File: config.mk
export PLATFORM = sky130hd
export DESIGN_NAME = pfwc_bank
export DESIGN_NICKNAME = d
export VERILOG_FILES = /design/src/pfwc_pkg.sv /design/src/pfwc_bank.sv
export SDC_FILE = /design/constraint.sdc
export NUM_CORES = 1
export LEC_CHECK = 0
export BUFFER_PORTS_ARGS = -buffer_cell sky130_fd_sc_hd__buf_4
export CORE_ASPECT_RATIO = 0.75
export CORE_MARGIN = 4
export CORE_UTILIZATION = 35
export CTS_BUF_LIST = sky130_fd_sc_hd__clkbuf_4
export DETAILED_ROUTE_END_ITERATION = 8
export PLACE_DENSITY = 0.52
export REMOVE_ABC_BUFFERS = 1
export SLEW_MARGIN = 40
export SYNTH_ARGS = -nofsm -noshare
export SYNTH_HDL_FRONTEND = slang
export SYNTH_SLANG_ARGS = --single-unit
File: constraint.sdc
create_clock -name clk_i -period 2.7 [get_ports clk_i]
set_input_delay 0.135 -clock clk_i [delete_from_list [all_inputs] [get_ports clk_i]]
set_output_delay 0.135 -clock clk_i [all_outputs]
set_load 0.1 [all_outputs]
File: src/pfwc_pkg.sv
// Package: offsets, field positions, reset values and carrier types of the proxy filter / wake capture bank
package pfwc_pkg;

    // ==========================================================
    // Register map (byte addresses on a 16-bit Wishbone address)
    localparam logic [15:0] PFWC_CAPTURE_BASE = 16'h5a00;
    localparam logic [15:0] PFWC_CAPTURE_LAST = 16'h5a7c;
    localparam logic [15:0] PFWC_FILTER_EN    = 16'h5f60;
    localparam logic [15:0] PFWC_STATUS       = 16'h5f68;
    localparam logic [15:0] PFWC_CONTROL      = 16'h5f6c;

    // ==========================================================
    // Capture buffer geometry
    localparam int unsigned PFWC_CAP_BYTES = 128;
    localparam logic [7:0]  PFWC_CAP_LIMIT = 8'h80;

    // ==========================================================
    // Filter enable fields
    localparam int unsigned PFWC_FULL_POWER_BIT = 0;
    localparam int unsigned PFWC_UNICAST_BIT    = 2;
    localparam int unsigned PFWC_GROUP_BIT      = 3;
    localparam int unsigned PFWC_ALL_STA_BIT    = 4;
    localparam int unsigned PFWC_ARP_TGT_BIT    = 5;
    localparam int unsigned PFWC_IPV4_BIT       = 6;
    localparam int unsigned PFWC_IPV6_BIT       = 7;
    localparam int unsigned PFWC_NS_BIT         = 9;
    localparam int unsigned PFWC_NS_TGT_BIT     = 10;
    localparam int unsigned PFWC_ARP_BIT        = 11;
    localparam int unsigned PFWC_FLEX_LSB       = 16;
    localparam int unsigned PFWC_FLEX_COUNT     = 8;
    // Writable positions; reserved bits 1, 8, 15:12, 31:24 store nothing and read zero
    localparam logic [31:0] PFWC_FILTER_EN_MASK  = 32'h00ff_0efd;
    // Match bits that count as filters (offload mode bit excluded)
    localparam logic [31:0] PFWC_FILTER_HIT_MASK = 32'h00ff_0efc;
    localparam logic [31:0] PFWC_FILTER_EN_RST   = 32'h0000_0000;

    // ==========================================================
    // Own control / status fields
    localparam int unsigned PFWC_CTL_HOST_GATE = 0;
    localparam int unsigned PFWC_CTL_MGMT_GATE = 1;
    localparam int unsigned PFWC_CTL_REARM     = 2;
    localparam logic [1:0]  PFWC_GATE_RST      = 2'h0;
    localparam int unsigned PFWC_STS_HELD      = 0;
    localparam int unsigned PFWC_STS_ALLOWED   = 1;
    localparam int unsigned PFWC_STS_CNT_LSB   = 8;

    // ==========================================================
    // Capture state machine, one-hot
    typedef enum logic [2:0] {
        PFWC_CAP_IDLE = 3'b001,
        PFWC_CAP_FILL = 3'b010,
        PFWC_CAP_HELD = 3'b100
    } pfwc_cap_state_t;

    // Received byte stream from the receive path
    typedef struct packed {
        logic       valid;
        logic       sof;
        logic       eof;
        logic       wake;
        logic [7:0] data;
    } pfwc_rx_byte_t;

    // Filter match flags, laid out like the enable register
    typedef struct packed {
        logic [31:0] hits;
    } pfwc_match_t;

endpackage

File: src/pfwc_bank.sv
// Proxy filter enable register bank with wake packet capture buffer, Wishbone classic slave
//
// Overview of operation
// - First 128 bytes of the wake packet are captured for software read-back.
// - Buffer words sit at 0x5A00 plus four times index, indices 0 to 31.
// - Buffer contents survive every reset and start undefined.
// - Each filter enable bit turns its filter on at one, off at zero.
// - Bit 0 zero: offload only in D3; one: offload always.
// - Offload acts only while host and management gate bits are both one.
// - Bit 2 enables proxying of exact unicast address matches.
// - Bit 3 enables directed multicast, bit 4 enables broadcast proxying.
// - Bit 5 enables ARP requests whose target matches an IPv4 address filter.
// - Bit 6 enables directed IPv4, bit 7 directed IPv6 proxying.
// - Bit 9 enables proxying of any IPv6 neighbor solicitation.
// - Bit 10 enables neighbor solicitations whose target matches an IPv6 filter.
// - Bit 11 enables any ARP request passing main receive filtering.
// - Bits 16 to 23 enable flexible filters 0 to 7 in order.
//
// The implementer's own choice: register access over Wishbone.
`timescale 1ns/1ps

module pfwc_bank (
    input  wire logic                   clk_i,
    input  wire logic                   rst_i,
    input  wire logic                   wb_cyc_i,
    input  wire logic                   wb_stb_i,
    input  wire logic                   wb_we_i,
    input  wire logic [15:0]            wb_adr_i,
    input  wire logic [3:0]             wb_sel_i,
    input  wire logic [31:0]            wb_dat_i,
    output logic      [31:0]            wb_dat_o,
    output logic                        wb_ack_o,
    input  wire pfwc_pkg::pfwc_rx_byte_t rx_i,
    input  wire pfwc_pkg::pfwc_match_t  match_i,
    input  wire logic                   low_power_i,
    output logic                        proxy_candidate_o,
    output logic                        offload_active_o,
    output logic                        capture_held_o
);

    // ==========================================================
    // Decode helpers
    // Capture buffer window: 32 aligned words
    function automatic logic buf_hit(input logic [15:0] adr);
        buf_hit = (adr[15:2] >= pfwc_pkg::PFWC_CAPTURE_BASE[15:2]) &&
                  (adr[15:2] <= pfwc_pkg::PFWC_CAPTURE_LAST[15:2]);
    endfunction

    // Byte-lane merge for writable registers
    function automatic logic [31:0] merge_sel(input logic [31:0] old_v, input logic [31:0] new_v,
                                              input logic [3:0] sel);
        merge_sel = old_v;
        for (int i = 0; i < 4; i++) begin
            if (sel[i]) begin
                merge_sel[i*8 +: 8] = new_v[i*8 +: 8];
            end
        end
    endfunction

    // One filter's contribution: its match flag passes only while its enable bit is one
    function automatic logic en_hit(input logic [31:0] hits, input logic [31:0] en, input int unsigned idx);
        en_hit = hits[idx] && en[idx];
    endfunction

    // ==========================================================
    // Bus request qualification
    logic        req;
    logic        wr_req;
    logic        rd_req;
    logic [31:0] filter_en_q;
    logic [1:0]  gate_q;
    logic [7:0]  cnt_q;
    logic        allowed;
    logic [31:0] rd_word;
    logic [31:0] buf_word;
    logic        rearm;
    pfwc_pkg::pfwc_cap_state_t state_q;

    // A request is served once; the cycle after ack is ignored so the master can drop stb
    assign req    = wb_cyc_i && wb_stb_i && !wb_ack_o;
    assign wr_req = req && wb_we_i;
    assign rd_req = req && !wb_we_i;
    assign rearm  = wr_req && (wb_adr_i[15:2] == pfwc_pkg::PFWC_CONTROL[15:2]) && wb_sel_i[0] &&
                    wb_dat_i[pfwc_pkg::PFWC_CTL_REARM];

    // ==========================================================
    // Capture memory
    // No reset on purpose: contents must outlive every reset
    logic [7:0] cap_mem [0:pfwc_pkg::PFWC_CAP_BYTES-1];
    logic       mem_we;

    assign mem_we = rx_i.valid && (cnt_q < pfwc_pkg::PFWC_CAP_LIMIT || rx_i.sof) &&
                    (state_q == pfwc_pkg::PFWC_CAP_FILL || (state_q == pfwc_pkg::PFWC_CAP_IDLE && rx_i.sof));

    // Byte write; a start byte always lands at offset zero
    always_ff @(posedge clk_i) begin
        if (mem_we) begin
            cap_mem[rx_i.sof ? 7'h00 : cnt_q[6:0]] <= rx_i.data;
        end
    end

    // First byte of the packet sits in the low lane of word zero
    assign buf_word = {cap_mem[{wb_adr_i[6:2], 2'h3}], cap_mem[{wb_adr_i[6:2], 2'h2}],
                       cap_mem[{wb_adr_i[6:2], 2'h1}], cap_mem[{wb_adr_i[6:2], 2'h0}]};

    // ==========================================================
    // Capture state machine
    // A wake that ends in the same cycle as a rearm wins, so the packet is not lost
    always_ff @(posedge clk_i) begin
        if (rst_i) begin
            state_q <= pfwc_pkg::PFWC_CAP_IDLE;
        end else begin
            case (state_q)
                pfwc_pkg::PFWC_CAP_IDLE: begin
                    if (rx_i.valid && rx_i.sof) begin
                        state_q <= (rx_i.eof && rx_i.wake) ? pfwc_pkg::PFWC_CAP_HELD
                                 : (rx_i.eof ? pfwc_pkg::PFWC_CAP_IDLE : pfwc_pkg::PFWC_CAP_FILL);
                    end
                end
                pfwc_pkg::PFWC_CAP_FILL: begin
                    if (rx_i.valid && rx_i.eof) begin
                        state_q <= rx_i.wake ? pfwc_pkg::PFWC_CAP_HELD : pfwc_pkg::PFWC_CAP_IDLE;
                    end
                end
                pfwc_pkg::PFWC_CAP_HELD: begin
                    if (rearm) begin
                        state_q <= pfwc_pkg::PFWC_CAP_IDLE;
                    end
                end
                default: begin
                    state_q <= pfwc_pkg::PFWC_CAP_IDLE;
                end
            endcase
        end
    end

    // Byte count, saturating at the buffer size; held frozen with the buffer
    always_ff @(posedge clk_i) begin
        if (rst_i) begin
            cnt_q <= 8'h00;
        end else if (mem_we) begin
            cnt_q <= rx_i.sof ? 8'h01 : cnt_q + 8'h01;
        end
    end

    // ==========================================================
    // Filter enable and gate registers
    // Reserved positions are masked off so they always read zero
    always_ff @(posedge clk_i) begin
        if (rst_i) begin
            filter_en_q <= pfwc_pkg::PFWC_FILTER_EN_RST;
        end else if (wr_req && wb_adr_i[15:2] == pfwc_pkg::PFWC_FILTER_EN[15:2]) begin
            filter_en_q <= merge_sel(filter_en_q, wb_dat_i, wb_sel_i) & pfwc_pkg::PFWC_FILTER_EN_MASK;
        end
    end

    // Host and management offload gates
    always_ff @(posedge clk_i) begin
        if (rst_i) begin
            gate_q <= pfwc_pkg::PFWC_GATE_RST;
        end else if (wr_req && wb_adr_i[15:2] == pfwc_pkg::PFWC_CONTROL[15:2] && wb_sel_i[0]) begin
            gate_q <= wb_dat_i[1:0];
        end
    end

    // ==========================================================
    // Per-filter gating
    // Built from the field positions, not a mask, so a reserved or mode bit never acts as a filter
    logic [31:0] gated_hits;
    logic [7:0]  flex_hits;

    // Flexible filters 0 to 7 sit on consecutive enable bits in ascending order
    for (genvar f = 0; f < pfwc_pkg::PFWC_FLEX_COUNT; f++) begin : g_flex
        assign flex_hits[f] = en_hit(match_i.hits, filter_en_q, pfwc_pkg::PFWC_FLEX_LSB + f);
    end

    // Predefined filters, each passing only its own match flag
    always_comb begin
        gated_hits = 32'h0000_0000;
        gated_hits[pfwc_pkg::PFWC_UNICAST_BIT] =
            en_hit(match_i.hits, filter_en_q, pfwc_pkg::PFWC_UNICAST_BIT);
        gated_hits[pfwc_pkg::PFWC_GROUP_BIT] =
            en_hit(match_i.hits, filter_en_q, pfwc_pkg::PFWC_GROUP_BIT);
        gated_hits[pfwc_pkg::PFWC_ALL_STA_BIT] =
            en_hit(match_i.hits, filter_en_q, pfwc_pkg::PFWC_ALL_STA_BIT);
        gated_hits[pfwc_pkg::PFWC_ARP_TGT_BIT] =
            en_hit(match_i.hits, filter_en_q, pfwc_pkg::PFWC_ARP_TGT_BIT);
        gated_hits[pfwc_pkg::PFWC_IPV4_BIT] =
            en_hit(match_i.hits, filter_en_q, pfwc_pkg::PFWC_IPV4_BIT);
        gated_hits[pfwc_pkg::PFWC_IPV6_BIT] =
            en_hit(match_i.hits, filter_en_q, pfwc_pkg::PFWC_IPV6_BIT);
        gated_hits[pfwc_pkg::PFWC_NS_BIT] =
            en_hit(match_i.hits, filter_en_q, pfwc_pkg::PFWC_NS_BIT);
        gated_hits[pfwc_pkg::PFWC_NS_TGT_BIT] =
            en_hit(match_i.hits, filter_en_q, pfwc_pkg::PFWC_NS_TGT_BIT);
        gated_hits[pfwc_pkg::PFWC_ARP_BIT] =
            en_hit(match_i.hits, filter_en_q, pfwc_pkg::PFWC_ARP_BIT);
        gated_hits[pfwc_pkg::PFWC_FLEX_LSB +: pfwc_pkg::PFWC_FLEX_COUNT] = flex_hits;
    end

    // ==========================================================
    // Offload decision
    // Both gates needed; full-power mode lifts the low-power-only restriction
    assign allowed = gate_q[pfwc_pkg::PFWC_CTL_HOST_GATE] && gate_q[pfwc_pkg::PFWC_CTL_MGMT_GATE] &&
                     (filter_en_q[pfwc_pkg::PFWC_FULL_POWER_BIT] || low_power_i);

    // Registered outputs; a match of a disabled filter never counts
    always_ff @(posedge clk_i) begin
        if (rst_i) begin
            proxy_candidate_o <= 1'b0;
            offload_active_o  <= 1'b0;
            capture_held_o    <= 1'b0;
        end else begin
            proxy_candidate_o <= allowed && |gated_hits;
            offload_active_o  <= allowed;
            capture_held_o    <= (state_q == pfwc_pkg::PFWC_CAP_HELD);
        end
    end

    // ==========================================================
    // Read mux; unmapped addresses read zero and still get an ack
    always_comb begin
        rd_word = 32'h0000_0000;
        if (buf_hit(wb_adr_i)) begin
            rd_word = buf_word;
        end else if (wb_adr_i[15:2] == pfwc_pkg::PFWC_FILTER_EN[15:2]) begin
            rd_word = filter_en_q;
        end else if (wb_adr_i[15:2] == pfwc_pkg::PFWC_STATUS[15:2]) begin
            rd_word[pfwc_pkg::PFWC_STS_HELD]                         = (state_q == pfwc_pkg::PFWC_CAP_HELD);
            rd_word[pfwc_pkg::PFWC_STS_ALLOWED]                      = allowed;
            rd_word[pfwc_pkg::PFWC_STS_CNT_LSB +: 8]                 = cnt_q;
        end else if (wb_adr_i[15:2] == pfwc_pkg::PFWC_CONTROL[15:2]) begin
            rd_word[1:0] = gate_q;
        end
    end

    // Single-cycle answer: ack and data one edge after the request is seen
    always_ff @(posedge clk_i) begin
        if (rst_i) begin
            wb_ack_o <= 1'b0;
            wb_dat_o <= 32'h0000_0000;
        end else begin
            wb_ack_o <= req;
            if (rd_req) begin
                wb_dat_o <= rd_word;
            end
        end
    end
endmodule

==> results.cfg, run 1 <==
[grt]
overflow = 0
grt_max_degree = 84
grt_use_total_pct = 19.9
antenna_found_initial = 5
grt_pass1_vias = 25800
grt_first_pass_wirelength_um = 181000

[floorplan]
pin_count = 138
dieHeight_um = 309
dieArea_um2 = 127000
die_w_um = 410
initial_core_util_pct = 35.3
num_rows = 110
coreArea_um2 = 120000

[clock_tree]
cts.reportedPaths.clkPinSlew_ps = 70
clock_tree.root_cell = clkbuf_4
cts_buffers = 288
clock_tree.buffer_depth = 4
post-cts-setup-buffer-count = 0
cts.sinks = 1091
insertion_delay_ps = 1190
cts_tree = done
ctsHtreeMaxLevel = 5

[worst_setup_path]
critPathArrivalTime_ps = 3790
critPathLaunchType = input port
worst_ep_required_time_ps = 3770
cpMaxStageDelayCell = dlygate4sd3_1
timing.critical_path.from = wb_stb_i
endpoint_kind = flip-flop
r2r_start = filter_en_q[10]
crit_path_max_fanout = 20
cp_slowest_stage_delay_ps = 660
cpMostUsedCell = dlygate4sd3_1
cp_num_buf_inv = 6
path_class = in2reg
crit_chain = dlygate4sd3_1 > buf_4 > dlygate4sd3_1 > nand2_1 > dlygate4sd3_1 > nor3_4 > buf_6 > and4_1 > dlygate4sd3_1 > a22oi_1 > o2bb2ai_1
cp_top_family = buffers and inverters

[synth]
syn-cell-area_um2 = 42400
synth.avg_cell_area_um2 = 19.3
synth_seq_area_share_pct = 75.7
synth_cell_type_count = 68
async_flop_share_pct = 0
yosysWarnings = 0
ys.flop_type = edfxtp_1
synth_enable_flop_cells = 1024
synthCells = 2191
ys_ff_latch = 1091

[route]
viasPerCell = 5.31
wirelength_um = 126000
dr.pass1.iters = 6
wire_per_inst_um = 27.2
via_count = 24600
drc = 0
ant_nets = 0
drt_iter0_markers = 2513

[timing]
fin_crit_sh_pct = 101
setup_viol = 2
drv_slew = 0
finalHoldViolCount = 0
rsz0062_at_grt = yes
fin_worst_skew_ps = 84.3
fin_ws_ps = -18.3
worst_pin_slew_ps = 857
fmaxAchievable_ghz = 0.368
maxSlewHeadroom_pct = 42.9
fin_crit_ps = 2720

[layout]
syn2layout_area_growth_pct = 21.9
final_nets = 2934
final_cells = 4641
layout-drive-gt1-share_pct = 34.9

[power]
pwr-share-comb_pct = 6.4
intPower_w = 0.0264
switchingPower_w = 0.00795
vdd_drop_max_mv = 0.307
seqPwrFrac_pct = 54.0
clockPowerShare_pct = 39.6
leakage_nw = 17.3
p_per_area_nw_per_um2 = 666
switching_share_pct = 23.1

[flow_run]
max-cap-violations = 0

[place]
dp_slack_ps = -32.7
place_inst = 4030
place_congestion = 0.836
numPortBuffers = 106
hpwlAfterDp_um = 80300

[run_status]
status = finished with violations
violations = setup timing

[min_path]
hold_path.class = in2reg
worstHoldStart = rx_i[5]
## path summary, 6_finish.rpt
check                       to  slack [ps]  depth (start not counted)
min             cap_mem[42][5]         130                          2
max reg2reg  proxy_candidate_o          30                          6
min reg2reg       wb_dat_o[27]         470                          2
max               wb_dat_o[13]         -20                         11
## cell families after synthesis
group | after synthesis | synth area share (%)
AOI/OAI and AO/OA | 276 | 4.65
xor gates and xnor gates | 3 | 0.0620
adders and majority gates | 1 | 0.0295
buffers and inverters | 143 | 1.58
DFF | 1091 | 75.7
muxes | 344 | 14.3
and+or+nand+nor | 333 | 3.65
## final cells by class
type	count	area (um^2)
Clock inverter	61	260
Tap cell	1624	2030
Timing Repair Buffer	482	4340
Clock buffer	409	3070
Sequential cell	1091	32100
Multi-Input combinational cell	957	9790
Inverter	11	41.3
Fill cell	10600	68500
Antenna cell	6	15.0
## per-layer routing
metal	up-vias	track usage [%]	share of wire (%)
met5	-	0	0.0079
met4	2	5.97	1.7
met3	179	5.20	8.8
met2	1044	29.7	45
met1	12900	28.7	44
li1	10500	-	-
## Yosys cell counts, types with 10 or more instances
cell type | n | area (um^2)
dfxtp_1 | 67 | 1340
o21ai_0 | 11 | 55.1
nor3_1 | 22 | 110
buf_4 | 15 | 113
mux2i_1 | 127 | 1270
a22o_1 | 18 | 158
nand2_1 | 54 | 203
clkbuf_1 | 60 | 225
nand4_1 | 11 | 68.8
inv_1 | 10 | 37.5
a211oi_1 | 33 | 248
o221ai_1 | 23 | 201
o22ai_1 | 23 | 144
nor2_1 | 174 | 653
buf_1 | 11 | 41.3
a21o_1 | 10 | 75.1
a22oi_1 | 42 | 315
nand3_1 | 18 | 90.1
a21oi_1 | 58 | 290
buf_2 | 43 | 215
mux4_2 | 208 | 4680
edfxtp_1 | 1024 | 30700
## power by group through the flow
stage          combinational (W)  sequential, W  clock (W)
4_1_cts                  0.00220         0.0185     0.0140
6_report                 0.00221         0.0186     0.0136
5_1_grt                  0.00234         0.0185     0.0150
3_3_place_gp             0.00198         0.0189          0
3_5_place_dp             0.00202         0.0189          0
2_1_floorplan           0.000720         0.0189          0
## stage by stage
step | instance area (um^2) | total power (W) | setup TNS, ps | hold WS, ps | util, %
floorplan | 41700 | 0.0197 | 0 | 204 | -
global placement | 46800 | 0.0209 | -92.4 | 371 | 38.9
detailed placement | 46800 | 0.0209 | -32.7 | 384 | 38.9
CTS | 51500 | 0.0347 | 0 | 9.97 | 42.9
global route | 51600 | 0.0358 | -2630 | 90.4 | 43.0
finish | 51600 | 0.0344 | -21.1 | 130 | 43.0
## repair_timing
action,4_1_cts,5_1_grt
gates resized for setup,0,20
hold buffers,135,0
hold endpoints to repair,2030,0
endpoints found under the setup margin,0,153
## cell usage in the layout, fill, tap and decap left out, types with 4 or more instances in the layout
cell           count
edfxtp_1        1024
clkbuf_4         409
buf_4            315
mux4_2           208
nor2_1           130
dlygate4sd3_1    130
mux2i_1          127
dfxtp_1           67
a21oi_1           58
nand2_1           54
clkinv_1          52
nor2_2            43
a22oi_1           42
a211oi_1          32
buf_12            29
o221ai_1          23
o22ai_1           23
nor3_1            20
nand3_1           18
a22o_1            18
nand4_1           11
o21ai_0           11
inv_1             10
a21o_1            10
and4_1             9
o32ai_1            9
mux2_2             9
a2111oi_0          8
a31oi_1            7
diode_2            6
nand2b_1           5
a311oi_1           5
and3_1             5
o2bb2ai_1          5
inv_2              5
nor2b_1            4
and2_1             4
clkinv_2           4
## registers in the layout, summed over array words and instances (netlist names)
register / flops
filter_en_q: 18
capture_held_o: 1
cap_mem: 1024
gate_q: 2
wb_dat_o: 32
offload_active_o: 1
state_q: 3
cnt_q: 8
wb_ack_o: 1
proxy_candidate_o: 1
## worst register-to-register path: stages, from the launching register on
cell	delay, ps
dfxtp_1	410
a22oi_1	200
dlygate4sd3_1	570
nand3_1	60
dlygate4sd3_1	560
dlygate4sd3_1	560
o21a_1	180
(Power assumes the default switching activity.)
==> inputs of run 2 (changes only) <==
--- a/config.mk
+++ b/config.mk
@@ -9,8 +9,9 @@
 export CORE_ASPECT_RATIO = 0.75
 export CORE_MARGIN = 4
-export CORE_UTILIZATION = 35
+export CORE_UTILIZATION = 36
 export CTS_BUF_LIST = sky130_fd_sc_hd__clkbuf_4
+export CTS_CLUSTER_SIZE = 24
 export DETAILED_ROUTE_END_ITERATION = 8
-export PLACE_DENSITY = 0.52
+export PLACE_DENSITY = 0.53
 export REMOVE_ABC_BUFFERS = 1
 export SLEW_MARGIN = 40
==> constraint.sdc (replaced) <==
create_clock -name clk_i -period 2.7 [get_ports clk_i]
set_input_delay 0 -clock clk_i [delete_from_list [all_inputs] [get_ports clk_i]]
set_output_delay 0 -clock clk_i [all_outputs]
set_load 0.1 [all_outputs]
==> results.cfg, run 2 (synthesized netlist as in run 1, its figures left out) <==
[clock_tree]
clock_tree.buffer_depth = 4
cts_tree = done
clock_tree.root_cell = clkbuf_4
cts.sinks = 1091
cts_buffers = 282
insertion_delay_ps = 1170
cts.reportedPaths.clkPinSlew_ps = 60
ctsHtreeMaxLevel = 5

[grt]
grt_first_pass_wirelength_um = 180000
antenna_found_initial = 3
grt_use_met2_pct = 29.7
overflow = 0
met3_usage_pct = 4.90
grt_pass1_vias = 25500
grt_max_degree = 129
top_usage_layer = met1
grt_use_total_pct = 20.3
grtUsageMet1_pct = 29.9

[min_path]
hold_path.class = in2reg

[layout]
n_fill_cell = 10100
fin_util_pct = 44.4
design_area_um2 = 51600
final_nets = 2922
layout-drive-gt1-share_pct = 35.1
syn2layout_area_growth_pct = 21.7
final_cell_mix = 1024 x edfxtp_1, 410 x clkbuf_4, 294 x buf_4, 208 x mux4_2, 142 x dlygate4sd3_1
final_common_cell = edfxtp_1
largest_register_ffs = 1024

[timing]
fin_worst_skew_ps = 58.8
finalHoldViolCount = 0
fin_setup_tns_ps = -449
maxSlewHeadroom_pct = 37.8
drv_slew = 0
fin_crit_ps = 2770
fmaxAchievable_ghz = 0.361
setup_viol = 25
fin_crit_sh_pct = 103
fin_ws_ps = -69.2
rsz0062_at_grt = yes
worst_pin_slew_ps = 934

[worst_setup_path]
critPathLaunchType = input port
cpMaxStageDelayCell = dlygate4sd3_1
cp_slowest_stage_delay_ps = 750
critPathArrivalTime_ps = 3850
endpoint_kind = flip-flop
cpMostUsedCell = dlygate4sd3_1
cp_num_buf_inv = 5
path_class = in2reg
crit_chain = dlygate4sd3_1 > buf_4 > nand4b_1 > dlygate4sd3_1 > nor4_4 > buf_12 > nand3_1 > o21ba_2 > o31ai_1 > dlygate4sd3_1
crit_path_max_fanout = 25
worst_ep_required_time_ps = 3780
cp_top_family = buffers and inverters

[route]
ant_nets = 0
drc = 0
drt_iter0_markers = 2580
via_count = 24800
dr.pass1.iters = 7
wire_per_inst_um = 27.6
wirelength_um = 125000
viasPerCell = 5.45

[run_status]
status = finished with violations
violations = setup timing

[place]
postPlaceCellArea_um2 = 46600
dp_slack_ps = 64.7
numPortBuffers = 106
place_congestion = 0.833
hpwlAfterDp_um = 79400

[flow_run]
max-cap-violations = 0

[power]
vdd_drop_max_mv = 0.318
p_per_area_nw_per_um2 = 663
leakage_nw = 17.3

[floorplan]
num_rows = 108
dieHeight_um = 305
dieArea_um2 = 123000
coreArea_um2 = 116000
initial_core_util_pct = 36.5
pin_count = 138
die_w_um = 404
[run 2: cell count changes in the layout (fill, tap and decap cells not counted), sizes merged]
cell and change:
buf -18, dlygate4sd3 +12, clkinv -11, diode +3, inv -2, bufinv -1, clkbuf +1
[run 2: worst paths after layout]
path / startpoint / cells after the start / end / slack [ps]
worst max-delay path: wb_adr_i[13] / 10 / state_q[0] / -70
worst min-delay path: wb_adr_i[4] / 4 / wb_dat_o[31] / 80
worst max register to register: state_q[1] / 6 / cap_mem[109][0] / -30
worst min register to register: wb_dat_o[29] / 2 / wb_dat_o[29] / 480
[run 2: layout make-up]
type	count	area, um^2	area share [%]
timing repair buffer	476	4420	8.57
clock buffer	410	3080	5.97
sequential	1091	32100	62.2
tap	1540	1930	3.74
antenna	9	22.5	0.0437
multi-input combinational	957	9810	19.0
clock inverter	47	184	0.357
inverter	11	41.3	0.0801
[run 2: power by group]
group | switching [W] | internal [W] | total (W) | leakage [nW]
sequential | 0.0000448 | 0.0185 | 0.0186 | 9.74
combinational | 0.00135 | 0.000894 | 0.00224 | 5.55
clock | 0.00647 | 0.00691 | 0.0134 | 1.98
[run 2: stage by stage]
stage	cells	total power (W)	hold slack, ps
final	4541	0.0342	78.7
after floorplan	2059	0.0197	69.1
after global routing	4538	0.0356	63.3
after CTS	4533	0.0345	0.141
after global placement	3926	0.0209	224
after detailed placement	3927	0.0209	230
[run 2: timing repair]
| action | CTS | global route |
|---|---|---|
| hold buffers | 149 | 1 |
| buffers inserted | 0 | 0 |
| endpoints found under the setup margin | 0 | 418 |
| endpoints found under the hold margin | 2115 | 6 |
| resized for setup | 0 | 56 |
[run 2: tightest hold or removal path, stage by stage]
cell	delay, ps
dlygate4sd3_1	540
buf_6	270
a311oi_1	150
a22o_1	180
[run 2: metal layers]
layer,up-vias,routed length [um]
met1,13000,55500
met3,157,11400
met5,-,0
li1,10500,-
met2,1179,55900
met4,0,2550
